$ cat src/pet_pkg.sv
// Package with register offsets, field positions, reset values and timing constants of the timer.
package pet_pkg;

  // Register indices as printed; the byte address is four times the index.
  localparam logic [11:0] PET_IDX_MODE      = 12'h009;
  localparam logic [11:0] PET_IDX_CNT_LOW   = 12'h00a;
  localparam logic [11:0] PET_IDX_CNT_HIGH  = 12'h00b;
  localparam logic [11:0] PET_IDX_PIN_FUNC  = 12'h024;
  localparam logic [11:0] PET_IDX_EDGE_SEL  = 12'h026;
  localparam logic [11:0] PET_IDX_IRQ_FLAG  = 12'h002;
  localparam logic [11:0] PET_IDX_CTRL      = 12'h040;

  // Field positions.
  localparam int PET_MODE_RELOAD_BIT  = 3;
  localparam int PET_FLAG_OVF_BIT     = 0;
  localparam int PET_PIN_EVENT_BIT    = 0;
  localparam int PET_PIN_STOPC_BIT    = 3;
  localparam int PET_CTRL_STOP_BIT    = 0;

  // Reset values.
  localparam logic [3:0] PET_MODE_RST = 4'h0;
  localparam logic [1:0] PET_EDGE_RST = 2'h0;
  localparam logic [3:0] PET_PIN_RST  = 4'h0;
  localparam logic [3:0] PET_LOAD_RST = 4'h0;

  // Clock-select code for the external event input.
  localparam logic [2:0] PET_SEL_EVENT = 3'h7;

  // Edge-select encodings.
  localparam logic [1:0] PET_EDGE_NONE = 2'h0;
  localparam logic [1:0] PET_EDGE_FALL = 2'h1;
  localparam logic [1:0] PET_EDGE_RISE = 2'h2;
  localparam logic [1:0] PET_EDGE_BOTH = 2'h3;

  // Timing: the system clock is 10 MHz; one instruction cycle is taken as one pclk.
  localparam int PET_PCLK_HZ        = 10_000_000;
  localparam int PET_TCYC_NS        = 100;
  localparam int PET_TCYC_CYCLES    = (PET_TCYC_NS * (PET_PCLK_HZ / 1_000_000) + 999) / 1000;
  localparam int PET_MODE_DELAY_TCYC = 2;
  localparam int PET_MODE_DELAY     = PET_MODE_DELAY_TCYC * PET_TCYC_CYCLES;

  localparam int PET_PRESCALE_W = 11;
  localparam int PET_COUNT_W    = 8;

endpackage : pet_pkg

$ cat src/pet_timer.sv
// Prescaled event timer top with APB register slave.
// How it works
// [RQ1] Eleven-bit prescaler, cleared to zero by reset.
// [RQ2] Prescaler halts only in reset or stop.
// [RQ3] Internal clocks are prescaler taps, except event.
// [RQ4] Eight-bit counter: free-run, reload, event counting.
// [RQ5] Counter starts from software load value.
// [RQ6] Increment per tick; overflow past full count.
// [RQ7] Overflow continues from load value or zero.
// [RQ8] Overflow sets flag; software or reset clears.
// [RQ9] Mode field picks reload, source and ratio.
// [RQ10] Top bit reload; low bits pick period.
// [RQ11] Mode register four bits, write-only, reset zero.
// [RQ12] Mode write takes effect two cycles later.
// [RQ13] Software loads start value after mode settles.
// [RQ14] Event source counts pins, same overflow behaviour.
// [RQ15] Pin serves events only when function selected.
// [RQ16] Edge select: rising, falling or both.
// [RQ17] Source keeps over two cycles fall-to-rise.
// [RQ18] Count reads, load writes share two addresses.
// [RQ19] Low nibble first; high write loads counter.
// [RQ20] High read latches matching low nibble.
// [RQ21] Edge register two bits, write-only, reset zero.
// [RQ22] Event pin synchronised before edge detection.
//
// Design decision made here: the APB interface to the registers.
`timescale 1ns/10ps
module pet_timer
  import pet_pkg::*;
#(
  parameter int COUNT_W = PET_COUNT_W
) (
  // Clock and reset.
  input  wire logic        pclk,
  input  wire logic        presetn,
  // APB slave.
  input  wire logic        psel,
  input  wire logic        penable,
  input  wire logic        pwrite,
  input  wire logic [13:0] paddr,
  input  wire logic [31:0] pwdata,
  output logic [31:0]      prdata,
  output logic             pready,
  output logic             pslverr,
  // Event pin.
  input  wire logic        event_count_input,
  // Status.
  output logic             timer_overflow_flag,
  output logic             irq_pin_enable
);

  typedef struct packed {
    logic [3:0]         mode_wr_r;
    logic [3:0]         mode_act_r;
    logic [1:0]         mode_dly_r;
    logic [1:0]         edge_r;
    logic [3:0]         pin_r;
    logic [3:0]         load_low_r;
    logic [3:0]         load_high_r;
    logic [COUNT_W-1:0] cnt_r;
    logic [3:0]         low_latch_r;
    logic               flag_r;
    logic               stop_r;
    logic [31:0]        prdata_r;
    logic               pready_r;
    logic               pslverr_r;
    logic               irq_en_r;
  } pet_state_t;

  pet_state_t st_r;
  pet_state_t st_nxt;

  logic [PET_PRESCALE_W-1:0] ps_tick;
  logic                      ev_pulse;

  // Turns a byte address into a register index; misaligned gives all ones.
  function automatic logic [11:0] pet_index(input logic [13:0] addr);
    if (addr[1:0] != 2'b00) begin
      return 12'hfff;
    end
    return addr[13:2];
  endfunction : pet_index

  // Maps a clock-select code to the prescaler tap index.
  function automatic int pet_tap(input logic [2:0] sel);
    case (sel)
      3'h0:    return 10;
      3'h1:    return 8;
      3'h2:    return 6;
      3'h3:    return 4;
      3'h4:    return 2;
      3'h5:    return 1;
      default: return 0;
    endcase
  endfunction : pet_tap

  pet_prescaler #(
    .WIDTH (PET_PRESCALE_W)
  ) u_prescaler (
    .pclk      (pclk),
    .presetn   (presetn),
    .stop_mode (st_r.stop_r),
    .count     (),
    .tick      (ps_tick)
  );

  pet_event_sync u_event_sync (
    .pclk        (pclk),
    .presetn     (presetn),
    .pin         (event_count_input),
    .enable      (st_r.pin_r[PET_PIN_EVENT_BIT]),
    .edge_sel    (st_r.edge_r),
    .event_pulse (ev_pulse)
  );

  logic [11:0] idx;
  logic        access;
  logic        count_tick;
  logic        hi_load;

  always_comb begin
    st_nxt     = st_r;
    idx        = pet_index(paddr);
    access     = psel && penable && !st_r.pready_r;
    hi_load    = 1'b0;
    count_tick = 1'b0;

    st_nxt.pready_r  = 1'b0;
    st_nxt.pslverr_r = 1'b0;

    // Mode writes pass through a delay so they act two cycles after the write.
    if (st_r.mode_dly_r != 2'd0) begin // [RQ12]
      st_nxt.mode_dly_r = st_r.mode_dly_r - 2'd1;
      if (st_r.mode_dly_r == 2'd1) begin
        st_nxt.mode_act_r = st_r.mode_wr_r;
      end
    end

    // Clock source is a prescaler tap or the event pulse.
    if (st_r.mode_act_r[2:0] == PET_SEL_EVENT) begin // [RQ14]
      count_tick = ev_pulse;
    end else begin
      count_tick = ps_tick[pet_tap(st_r.mode_act_r[2:0])]; // [RQ3] [RQ9] [RQ10]
    end

    if (count_tick) begin
      if (&st_r.cnt_r) begin // [RQ6]
        st_nxt.flag_r = 1'b1; // [RQ8]
        if (st_r.mode_act_r[PET_MODE_RELOAD_BIT]) begin // [RQ7]
          st_nxt.cnt_r = {st_r.load_high_r, st_r.load_low_r};
        end else begin
          st_nxt.cnt_r = '0;
        end
      end else begin
        st_nxt.cnt_r = st_r.cnt_r + 1'b1; // [RQ4]
      end
    end

    // APB access phase; the answer comes one cycle after penable rises.
    if (access) begin
      st_nxt.pready_r = 1'b1;
      st_nxt.prdata_r = '0;
      if (pwrite) begin
        case (idx)
          PET_IDX_MODE: begin
            st_nxt.mode_wr_r  = pwdata[3:0]; // [RQ11]
            st_nxt.mode_dly_r = 2'(PET_MODE_DELAY);
          end
          PET_IDX_CNT_LOW:  st_nxt.load_low_r = pwdata[3:0]; // [RQ18] [RQ19]
          PET_IDX_CNT_HIGH: begin
            st_nxt.load_high_r = pwdata[3:0];
            hi_load            = 1'b1;
          end
          PET_IDX_PIN_FUNC: st_nxt.pin_r  = pwdata[3:0]; // [RQ15]
          PET_IDX_EDGE_SEL: st_nxt.edge_r = pwdata[1:0]; // [RQ21]
          PET_IDX_IRQ_FLAG: begin
            // A set in the same cycle wins, so only clear when no overflow arrives.
            if (!pwdata[PET_FLAG_OVF_BIT] && !(count_tick && &st_r.cnt_r)) begin
              st_nxt.flag_r = 1'b0; // [RQ8]
            end
          end
          PET_IDX_CTRL:     st_nxt.stop_r = pwdata[PET_CTRL_STOP_BIT]; // [RQ2]
          default:          st_nxt.pslverr_r = 1'b1;
        endcase
      end else begin
        case (idx)
          PET_IDX_CNT_LOW:  st_nxt.prdata_r[3:0] = st_r.low_latch_r; // [RQ20]
          PET_IDX_CNT_HIGH: begin
            st_nxt.prdata_r[3:0] = st_r.cnt_r[7:4]; // [RQ18]
            st_nxt.low_latch_r   = st_r.cnt_r[3:0]; // [RQ20]
          end
          PET_IDX_IRQ_FLAG: st_nxt.prdata_r[PET_FLAG_OVF_BIT] = st_r.flag_r;
          PET_IDX_CTRL:     st_nxt.prdata_r[PET_CTRL_STOP_BIT] = st_r.stop_r;
          PET_IDX_MODE,
          PET_IDX_PIN_FUNC,
          PET_IDX_EDGE_SEL: st_nxt.prdata_r = '0;
          default:          st_nxt.pslverr_r = 1'b1;
        endcase
      end
    end

    // Writing the high nibble loads the full start value, beating any tick.
    if (hi_load) begin
      st_nxt.cnt_r = {pwdata[3:0], st_r.load_low_r}; // [RQ5] [RQ19]
    end

    // Registered so that the pin-function output comes straight from a flip-flop.
    st_nxt.irq_en_r = st_nxt.pin_r[PET_PIN_STOPC_BIT] | st_nxt.pin_r[PET_PIN_EVENT_BIT]; // [RQ15]
  end

  always_ff @(posedge pclk or negedge presetn) begin
    if (!presetn) begin
      st_r            <= '0;
      st_r.mode_wr_r  <= PET_MODE_RST;
      st_r.mode_act_r <= PET_MODE_RST; // [RQ11]
      st_r.edge_r     <= PET_EDGE_RST; // [RQ21]
      st_r.pin_r      <= PET_PIN_RST;
      st_r.load_low_r <= PET_LOAD_RST;
    end else begin
      st_r <= st_nxt;
    end
  end

  assign prdata              = st_r.prdata_r;
  assign pready              = st_r.pready_r;
  assign pslverr             = st_r.pslverr_r;
  assign timer_overflow_flag = st_r.flag_r;
  assign irq_pin_enable      = st_r.irq_en_r;

endmodule : pet_timer

$ cat src/pet_prescaler.sv
// Free-running 11-bit prescaler with per-tap tick pulses.
`timescale 1ns/10ps
module pet_prescaler
  import pet_pkg::*;
#(
  parameter int WIDTH = PET_PRESCALE_W
) (
  // Clock and reset.
  input  wire logic             pclk,
  input  wire logic             presetn,
  // Control.
  input  wire logic             stop_mode,
  // Divider value and one-cycle tick per tap.
  output logic [WIDTH-1:0]      count,
  output logic [WIDTH-1:0]      tick
);

  typedef struct packed {
    logic [WIDTH-1:0] cnt_r;
    logic [WIDTH-1:0] tick_r;
  } pet_ps_state_t;

  pet_ps_state_t st_r;
  pet_ps_state_t st_nxt;

  // Mask of a tap's lower bits; a part-select cannot follow the loop index.
  function automatic logic [WIDTH-1:0] pet_low_mask(input int k);
    logic [WIDTH-1:0] m;
    m = '0;
    for (int i = 0; i < WIDTH; i++) begin
      if (i <= k) begin
        m[i] = 1'b1;
      end
    end
    return m;
  endfunction : pet_low_mask

  always_comb begin
    st_nxt = st_r;
    st_nxt.tick_r = '0;
    if (!stop_mode) begin // [RQ2]
      st_nxt.cnt_r = st_r.cnt_r + 1'b1; // [RQ1]
      // A tap of period 2^(k+1) ticks when its lower bits roll over.
      for (int k = 0; k < WIDTH; k++) begin
        st_nxt.tick_r[k] = &(st_r.cnt_r | ~pet_low_mask(k));
      end
    end
  end

  always_ff @(posedge pclk or negedge presetn) begin
    if (!presetn) begin
      st_r <= '0; // [RQ1]
    end else begin
      st_r <= st_nxt;
    end
  end

  assign count = st_r.cnt_r;
  assign tick  = st_r.tick_r;

endmodule : pet_prescaler

$ cat src/pet_event_sync.sv
// Three-stage pin synchroniser with configurable edge detection.
`timescale 1ns/10ps
module pet_event_sync
  import pet_pkg::*;
(
  // Clock and reset.
  input  wire logic       pclk,
  input  wire logic       presetn,
  // Pin and control.
  input  wire logic       pin,
  input  wire logic       enable,
  input  wire logic [1:0] edge_sel,
  // One-cycle pulse per qualifying edge.
  output logic            event_pulse
);

  typedef struct packed {
    logic [2:0] sync_r;
    logic       level_r;
    logic       pulse_r;
  } pet_es_state_t;

  pet_es_state_t st_r;
  pet_es_state_t st_nxt;

  always_comb begin
    st_nxt = st_r;
    st_nxt.sync_r = {st_r.sync_r[1:0], pin}; // [RQ22]
    st_nxt.pulse_r = 1'b0;
    // A change counts only once the second and third stages agree.
    if (st_r.sync_r[1] == st_r.sync_r[2] && st_r.sync_r[2] != st_r.level_r) begin
      st_nxt.level_r = st_r.sync_r[2];
      if (enable) begin // [RQ15]
        case (edge_sel) // [RQ16]
          PET_EDGE_RISE: st_nxt.pulse_r = st_r.sync_r[2];
          PET_EDGE_FALL: st_nxt.pulse_r = !st_r.sync_r[2];
          PET_EDGE_BOTH: st_nxt.pulse_r = 1'b1;
          default:       st_nxt.pulse_r = 1'b0;
        endcase
      end
    end
  end

  always_ff @(posedge pclk or negedge presetn) begin
    if (!presetn) begin
      st_r <= '0;
    end else begin
      st_r <= st_nxt;
    end
  end

  assign event_pulse = st_r.pulse_r;

endmodule : pet_event_sync

$ cat config.mk
export PLATFORM = sky130hd
export DESIGN_NAME = pet_timer
export DESIGN_NICKNAME = d
export VERILOG_FILES = /design/src/pet_pkg.sv /design/src/pet_timer.sv /design/src/pet_prescaler.sv /design/src/pet_event_sync.sv
export SDC_FILE = /design/constraint.sdc
export NUM_CORES = 1
export LEC_CHECK = 0
export BUFFER_PORTS_ARGS = -buffer_cell sky130_fd_sc_hd__clkbuf_2
export CAP_MARGIN = 20
export CORE_AREA = 4 4 102 104
export CTS_CLUSTER_SIZE = 30
export DETAILED_ROUTE_END_ITERATION = 10
export DIE_AREA = 0 0 106 108
export PLACE_DENSITY = 0.66
export SYNTH_ARGS = -nofsm -noshare
export SYNTH_HDL_FRONTEND = slang
export SYNTH_SLANG_ARGS = --single-unit
$ cat constraint.sdc
create_clock -name pclk -period 1.6 [get_ports pclk]
set_input_delay 0.24 -clock pclk [delete_from_list [all_inputs] [get_ports pclk]]
set_output_delay 0.24 -clock pclk [all_outputs]
set_load 0.01 [all_outputs]
; ---- Word-level counts from Yosys, hierarchy flattened
; Cells that the tools add are included.
[word_totals]
regBits = 100
inputBits = 52
out_inout_bits = 36
wordCells = 142
[classes]
n_addsub = 3
order_cmp = 1
n_eq_ne = 19
mux = 40
bitwise_logic = 24
n_reduce_logical = 34
[ops]
columns = op, n
row1 = $or A11 B11 Y11, 11
row2 = $reduce_and A11 Y1, 11
row3 = $eq A12 B4 Y1 const B, 3
row4 = $mux W36, 1
row5 = $lt A32 B6 Y1 const B, 1
row6 = $mux W16, 2
row7 = $mux W32, 1
row8 = $mux W8, 4
row9 = $eq A12 B6 Y1 const B, 2
row10 = $mux W12, 2
row11 = $pmux W4 S6, 1
row12 = $reduce_and A3 Y1, 7
row13 = $mux W1, 16
row14 = $mux W4, 4
row15 = $eq A12 B2 Y1 const B, 1
row16 = $eq A12 B7 Y1 const B, 1
row17 = $add A11 B1 Y11 const B, 1
row18 = $mux W11, 1
row19 = $not A1 Y11, 1
row20 = $not A10 Y11, 1
row21 = $not A11 Y11, 1
row22 = $not A2 Y11, 1
row23 = $not A3 Y11, 1
row24 = $not A4 Y11, 1
row25 = other kinds (28), 45

; ---- Logic depth before layout (Yosys ltp)
; Gate-level depths: netlist of run 1.
[logic_depth]
word_depth = 14
mapped_depth = 7
depth_no_buf = 6

; ---- By module
; A second synthesis of run 1 with hierarchy kept.
[unflattened]
cells_unflattened = 299
area_unflattened_um2 = 3450.8
[modules_own_cells]
columns = mod, instances, cells_per_inst, area_per_inst_um2, seq_area_each_um2
row1 = pet_timer, 1, 227, 2403.6, 1076.0
row2 = pet_prescaler, 1, 63, 883.3, 550.5
row3 = pet_event_sync, 1, 9, 163.9, 125.1

; ---- Worst setup path before layout of run 1
; No wires, ideal clock.
[synth_timing]
path_kind = register to register
start = reg st_r (netlist bit pready)
end = reg st_r[69] in the netlist's numbering
setup_time_ns = 0.125
arrival_time_ns = 1.675
required_ns = 1.475
setup_slack_ns = -0.200
stages_incl_launch_ff = 8
n_path_buf = 1
synth_period_minus_slack_ns = 1.800
cell_sequence = dfrtp_1 nand3b_4 inv_1 and2_1 nand2_1 or3_1 clkbuf_1 mux2_2
[synth_between]
elab_chain_cells = 3
[synth_lines]
columns = element, line_no
row1 = "start, declared", pet_timer.sv:70  ; pet_state_t st_r;
row2 = "start signal, assigned", pet_timer.sv:220  ; st_r <= st_nxt;
row3 = $logic_not A1 Y1, pet_timer.sv:124  ; access = psel && penable && !st_r.pready_r;
row4 = $logic_and A1 B1 Y1, pet_timer.sv:124
row5 = named net access, pet_timer.sv:117  ; logic access;
row6 = $reduce_and A3 Y1 (no line), --
; The timed path passes the listed nets, and every way through them passes these cells.
; A chain may end at the register's enable or synchronous reset.

; ---- Worst setup path after layout of run 1
[layout_timing]
start = reg st_r (netlist bit pready)
end = reg st_r[70] in the netlist's numbering
; The elaborated chain is that of the path after synthesis.

==> results of run 1 <==
## final cells by class
type,instances,area (um2)
inverters,5,21.3
multi-input cells,222,1640
clock buffers,10,138
fillers,884,5330
well taps,133,166
repair buffers,79,537
clock inverters,6,65.1
flip-flops and latches,66,1650
## cells in the final DEF, fill, tap and decap left out, drive strengths merged, types with 6 or more instances in the layout
cell type   n
nor2b       8
inv         6
mux2i       8
clkbuf     41
buf        46
conb       28
nand3      15
nand2      39
nor2       18
nand4       7
o21ai       9
mux2       26
o2bb2ai     6
dfrtp      66
## worst max-delay path, cell delays in order, from the launching register on
cell	delay (ns)
dfrtp_1	0.38
nand3b_4	0.17
inv_4	0.07
and2_4	0.15
nand2_2	0.06
or3_4	0.39
mux2_4	0.32
## how the worst max path moves through the flow
stage	startpoint	end
final	pready	st_r[70]
after global routing	pready	st_r[70]
after CTS	pready	st_r[71]
after detailed placement	paddr[12]	st_r[37]
after global placement	paddr[12]	st_r[44]
after floorplan	pready	st_r[69]
## layer usage
metal  GRT usage (%)  share of wire [%]  wire length, um
met5               0                  0                0
met4            4.44                1.3               92
met3            3.28                5.1              354
met2            21.6                 51             3570
met1            14.6                 42             2930
## cells by family after synthesis
group	share of synthesized area [%]
AO/OA/AOI/OAI	7.14
multiplexers	11.2
other	0.113
XOR/XNOR	2.10
flip-flops	49.6
AND/OR/NAND/NOR	18.9
buffers and inverters	8.79
adder cells (fa/ha/maj)	2.18
## state kept, by name, summed over array words and instances, names as in the netlist
name,cells
u_event_sync.event_pulse,1
prdata,4
u_event_sync.st_r,2
timer_overflow_flag,1
irq_pin_enable,1
u_event_sync.st_nxt,2
pready,1
pslverr,1
st_r,35
u_prescaler.tick,7
u_prescaler.count,11
## per-stage QoR
step | hold WS [ns] | TNS, ns | setup WS [ns] | total power [mW]
after floorplan | -0.0556 | -1.38 | -0.110 | 1.96
after global placement | 0.283 | -7.19 | -0.294 | 2.04
after detailed placement | 0.287 | -9.60 | -0.361 | 2.05
after CTS | 0.143 | -0.107 | -0.0248 | 3.48
after global routing | 0.152 | -1.25 | -0.119 | 3.61
final | 0.159 | -0.139 | -0.0515 | 3.45
## repair_timing
| item | in CTS | in global routing |
|---|---|---|
| gates resized for setup | 11 | 20 |
| hold endpoints to repair | 67 | 0 |
| cloned | 0 | 1 |
| pin swaps | 0 | 5 |
| hold buffers | 2 | 0 |
| setup buffers | 2 | 3 |
| endpoints found under the setup margin | 21 | 26 |
## power groups by stage
stage | Sequential (mW) | Combinational [mW] | Clock (mW)
after CTS | 1.77 | 0.264 | 1.44
after global placement | 1.80 | 0.247 | 0
after detailed placement | 1.80 | 0.254 | 0
after global routing | 1.78 | 0.308 | 1.52
after floorplan | 1.79 | 0.172 | 0
final | 1.77 | 0.270 | 1.41
==> summary.md, run 1 <==
| Metric | Value |
|---|---|
| Setup-failing EPs final | 7 |
| H-tree levels | 3 |
| Die Y | 108 um |
| Starting density of the core | 34.9% |
| Global Route Usage Sum | 12.3% |
| Total grt overflow | 0 |
| CTS max path bufs | 2 |
| Area delta synth->final | 26.7% |
| Failing checks | setup timing |
| Power per Cell Area | 817 mW/mm2 |
| DPL Wire Length | 5100 um |
| I/O pin total | 88 |
| Arrival time at the worst endpoint | 1.87 ns |
| RSZ-0062 raised after global routing | true |
| Finished Layout Cells | 521 |
| Hold Crit Depth | 3 |
| Internal | 2.59 mW |
| Startpoint Class | register |
| Post-synth EDFFs | 0 |
| Antenna-violating nets left | 0 |
| Final wirelength | 6950 um |
| Die area | 0.0114 mm2 |
| Number of max-cap violations | 0 |
| Synth warn | 0 |
| GPL Wtd Cong | 0.888 |
| Die W | 106 um |
| Leakage power | 2.08 nW |
| HP Start | psel |
| Final Slew Violations | 0 |
| Min-delay worst type | input port to register |
| Setup Crit Path Kind | register to register |
| Worst-path clk slew | 0.07 ns |
| Reg2Reg Setup Slack | -0.05 ns |
| First-pass GRT wire length | 11,300 um |
| Clock power share | 40.8% |
| Post-synth cell types | 47 |
| Final core area utilization | 44.2% |
| Synth area leaders | dfrtp_1 (50%), mux2_2 (8.8%), buf_4 (7.4%), nand2_1 (4.2%), mux2i_1 (2.4%) |
| Combinational group share of total power | 7.8% |
| CP Capture Type | register |
| Layout Nets | 440 |
| Switching Fraction | 24.8% |
| Clk sinks | 66 |
| Initial antenna violation count | 0 |
| CTS root buffer | clkbuf_8 |
| Post-Syn Area | 0.00333 mm2 |
| Vias in the first global route | 2,428 |
| Cell taking the most area after synthesis | dfrtp_1 |
| Syn Inst Count | 303 |
| Residual DRC count | 0 |
| Total number of vias | 2,439 |
| Peak VDD IR | 0.000560 V |
| Final hold viol count | 0 |
| Final instance area | 0.00422 mm2 |
| Share of cells above drive strength 1 | 38.7% |
| Core ar. | 0.00955 mm2 |
| Sequential share of power | 51.4% |
| Via density | 4.68 |
| CP required | 1.82 ns |
| Post-placement cell area | 0.00382 mm2 |
| FP Rows | 36 |
| Num CTS Buffers | 9 |
| Clk_skew | 0.00824 ns |
| Most frequent cell after synthesis | dfrtp_1 |
| Router iterations before antenna repair | 4 |
| Max Freq | 606 MHz |
| Post-synth top area share | 49.6% |
| Hold endpoint | pready |
| Pin count of the biggest net entering global routing | 67 |
| Post-detailed-route wirelength per cell | 13.3 um |
| Yosys reg bits | 66 |
| Synth top cells by count | dfrtp_1 (66), nand2_1 (37), buf_4 (33), mux2_2 (26), nor2_1 (18) |
| Critical path peak fanout | 6 |
| Clock Latency Late Sink | 0.34 ns |
| 1st-iter DRT viols | 95 |
| Status | finished with violations |
| Count of input and output buffers | 31 |
| Syn avg cell area | 11.0 um2 |
| Sw power | 854 uW |
| Worst r2r src | pready |
| Fin crit share | 103% |
| CTS tree | built |
| Reg2Reg Depth | 6 |
| Sequential share of the synthesized area | 49.6% |
| Post-placement cell count | 497 |
| Post-synthesis async set-or-reset flop share | 100% |
| Setup ws final | -0.0515 ns |
| Final min period | 1.65 ns |
| Reg-to-reg endpoint | st_r[70] |
| Antenna Cells | 0 |
| Top_reg_cell synth | dfrtp_1 |
(Power assumes the default switching activity.)
==> run 2, diff against run 1 <==
--- a/config.mk
+++ b/config.mk
@@ -12,6 +12,7 @@
 export DETAILED_ROUTE_END_ITERATION = 10
 export DIE_AREA = 0 0 106 108
 export PLACE_DENSITY = 0.66
+export RECOVER_POWER = 100
 export SYNTH_ARGS = -nofsm -noshare
 export SYNTH_HDL_FRONTEND = slang
 export SYNTH_SLANG_ARGS = --single-unit
==> constraint.sdc (replaced) <==
create_clock -name pclk -period 1.6 [get_ports pclk]
set_input_delay 0.24 -clock pclk [delete_from_list [all_inputs] [get_ports pclk]]
set_output_delay 0.24 -clock pclk [all_outputs]
set_load 0.02 [all_outputs]
==> run 2 against run 1 <==
  * The flow still finishes with violations (setup timing)
  * Wire length up 7.1%
  * Clock skew up 0.0056 ns
  * Critical endpoint is now st_r[50]
  * Core utilization up 0.94 points
  * Register-to-register slack worse by 0.02 ns
  * Total power up 2.5%
  * Worst setup slack worse by 0.015 ns
  * Sequential share of layout area down 0.79 points
  * Clock power up 3%
  * Fmax down 0.92%
  * First-iteration DRC count up 29%
  * Sequential power about the same
  * Via count up 2.2%
==> summary.md, run 2 (same netlist as run 1, synthesis figures left out) <==
| Metric | Value |
|---|---|
| Status | finished with violations (unchanged) |
| Failing checks | setup timing (unchanged) |
| Min-delay worst type | input port to register (unchanged) |
| Initial antenna violation count | 0 (unchanged) |
| Layout Nets | 445 (was 440) |
| Slew of the pin with the lowest slew margin | 0.891 ns |
| Combinational group share of total power | 9.0% (was 7.8%) |
| Clock Latency Late Sink | 0.35 ns (was 0.34 ns) |
| Num CTS Buffers | 9 (unchanged) |
| CTS tree | built (unchanged) |
| Total number of vias | 2,492 (was 2,439) |
| Number of max-cap violations | 0 (unchanged) |
| Setup Crit Path Kind | register to register (unchanged) |
| CP required | 1.83 ns (was 1.82 ns) |
| Max Freq | 600 MHz (was 606 MHz) |
| Clock power share | 41.0% (was 40.8%) |
| Final Slew Violations | 0 (unchanged) |
| Router iterations before antenna repair | 4 (unchanged) |
| Total grt overflow | 0 (unchanged) |
| CP Capture Type | register (unchanged) |
| I/O pin total | 88 (unchanged) |
| Antenna-violating nets left | 0 (unchanged) |
| Peak VDD IR | 0.000677 V (was 0.000560 V) |
| Die Y | 108 um (unchanged) |
| Critical path peak fanout | 4 (was 6) |
| Starting density of the core | 34.9% (unchanged) |
| DPL Wire Length | 5330 um (was 5100 um) |
| Count of input and output buffers | 31 (unchanged) |
| Share of cells above drive strength 1 | 40.2% (was 38.7%) |
| Core ar. | 0.00955 mm2 (unchanged) |
| Pin count of the biggest net entering global routing | 67 (unchanged) |
| CTS root buffer | clkbuf_8 (unchanged) |
| Vias in the first global route | 2,456 (was 2,428) |
| Die W | 106 um (unchanged) |
| H-tree levels | 3 (unchanged) |
| Global Route Usage Sum | 13.0% (was 12.3%) |
| Area delta synth->final | 29.4% (was 26.7%) |
| Arrival time at the worst endpoint | 1.90 ns (was 1.87 ns) |
| Final wirelength | 7440 um (was 6950 um) |
| Total negative slack | -0.456 ns (was -0.139 ns) |
| FP Rows | 36 (unchanged) |
| Internal | 2.68 mW (was 2.59 mW) |
| Clk sinks | 66 (unchanged) |
| Sw power | 853 uW (was 854 uW) |
| Power per Cell Area | 820 mW/mm2 (was 817 mW/mm2) |
| Clk_skew | 0.0138 ns (was 0.00824 ns) |
| Setup-failing EPs final | 10 (was 7) |
| RSZ-0062 raised after global routing | true (unchanged) |
| Rel. slew slack | 40.6% |
| Leakage power | 2.10 nW (was 2.08 nW) |
| Final hold viol count | 0 (unchanged) |
| GPL Wtd Cong | 0.856 (was 0.888) |
| Worst-path clk slew | 0.08 ns (was 0.07 ns) |
| Via density | 4.74 (was 4.68) |
| Fin crit share | 104% (was 103%) |
| Worst slack, placed | -0.354 ns (was -0.361 ns) |
| Antenna Cells | 0 (unchanged) |
| Setup ws final | -0.0668 ns (was -0.0515 ns) |
| Post-detailed-route wirelength per cell | 14.1 um (was 13.3 um) |
| Startpoint Class | register (unchanged) |
| Commonest non-fill, non-tap cell in the layout | dfrtp_1 (unchanged) |
| First-pass GRT wire length | 11,800 um (was 11,300 um) |
| CTS max path bufs | 2 (unchanged) |
| Most frequent cells in the layout | dfrtp_1 (64), buf_4 (43), nand2_1 (33) (was dfrtp_1 (65), buf_4 (44), nand2_1 (34)) |
| Sequential share of power | 50.1% (was 51.4%) |
| Die area | 0.0114 mm2 (unchanged) |
| 1st-iter DRT viols | 123 (was 95) |
| Reg with most FFs | st_r (unchanged) |
| Max reg flops | 35 (unchanged) |
| Final min period | 1.67 ns (was 1.65 ns) |
| Switching Fraction | 24.1% (was 24.8%) |
| Residual DRC count | 0 (unchanged) |
## run 2: stage by stage
step	total power [mW]	hold slack [ns]	utilization (%)	std cells	area (um2)
floorplan	1.99	-0.0556	-	330	3470
global placement	2.07	0.285	40.5	502	3870
detailed placement	2.09	0.297	40.5	502	3870
CTS	3.57	0.160	44.1	523	4210
global route	3.71	0.177	45.1	526	4310
finish	3.53	0.172	45.1	526	4310
## run 2: repair_timing
| action | CTS | global route |
|---|---|---|
| resized for setup | 23 | 24 |
| setup endpoints to repair | 22 | 33 |
| buffers inserted | 3 | 5 |
| hold buffers | 2 | 0 |
| pin swaps | 1 | 8 |
| gates cloned | 0 | 1 |
| endpoints found under the hold margin | 67 | 0 |
## run 2: area by class of cell
| cell class | count | area, um2 |
|---|---|---|
| Fill cell | 870 | 5240 |
| Sequential cell | 66 | 1650 |
| Multi-Input combinational cell | 222 | 1690 |
| Inverter | 5 | 21.3 |
| Clock inverter | 2 | 35.0 |
| Tap cell | 133 | 166 |
| Clock buffer | 14 | 173 |
| Timing Repair Buffer | 84 | 573 |
## run 2: worst max-delay path: stages (launching register included)
cell and delay, ns:
dfrtp_2 0.41, nand3b_4 0.17, inv_4 0.07, nand2_1 0.10
or4_2 0.63, nand2_1 0.12, nand2_1 0.05
## run 2: path summary, 6_finish.rpt
path                                     endpoint  depth (start not counted)                    from  slack (ns)
setup / recovery                         st_r[50]                          6                  pready       -0.07
hold / removal                          prdata[0]                          2                  pwrite        0.17
setup reg to reg                         st_r[50]                          6                  pready       -0.07
hold reg to reg            u_event_sync.st_nxt[4]                          0  u_event_sync.st_nxt[3]        0.35
max in group asynchronous                st_r[67]                          3                 presetn        0.29
min in group asynchronous    u_prescaler.count[2]                          3                 presetn        0.67
## run 2: routing by layer
metal | up-vias | wire length (um) | GRT usage, %
met2 | 76 | 3930 | 23.3
met4 | 0 | 134 | 4.35
met3 | 18 | 369 | 3.58
met5 | - | 0 | 0
met1 | 1218 | 3000 | 15.2
li1 | 1180 | - | -
## run 2: power groups by stage
stage / sequential [mW] / clock, mW / combinational (mW)
4_1_cts: 1.77 / 1.50 / 0.302
5_1_grt: 1.78 / 1.58 / 0.353
2_1_floorplan: 1.79 / 0 / 0.203
3_3_place_gp: 1.79 / 0 / 0.280
3_5_place_dp: 1.80 / 0 / 0.288
6_report: 1.77 / 1.45 / 0.317
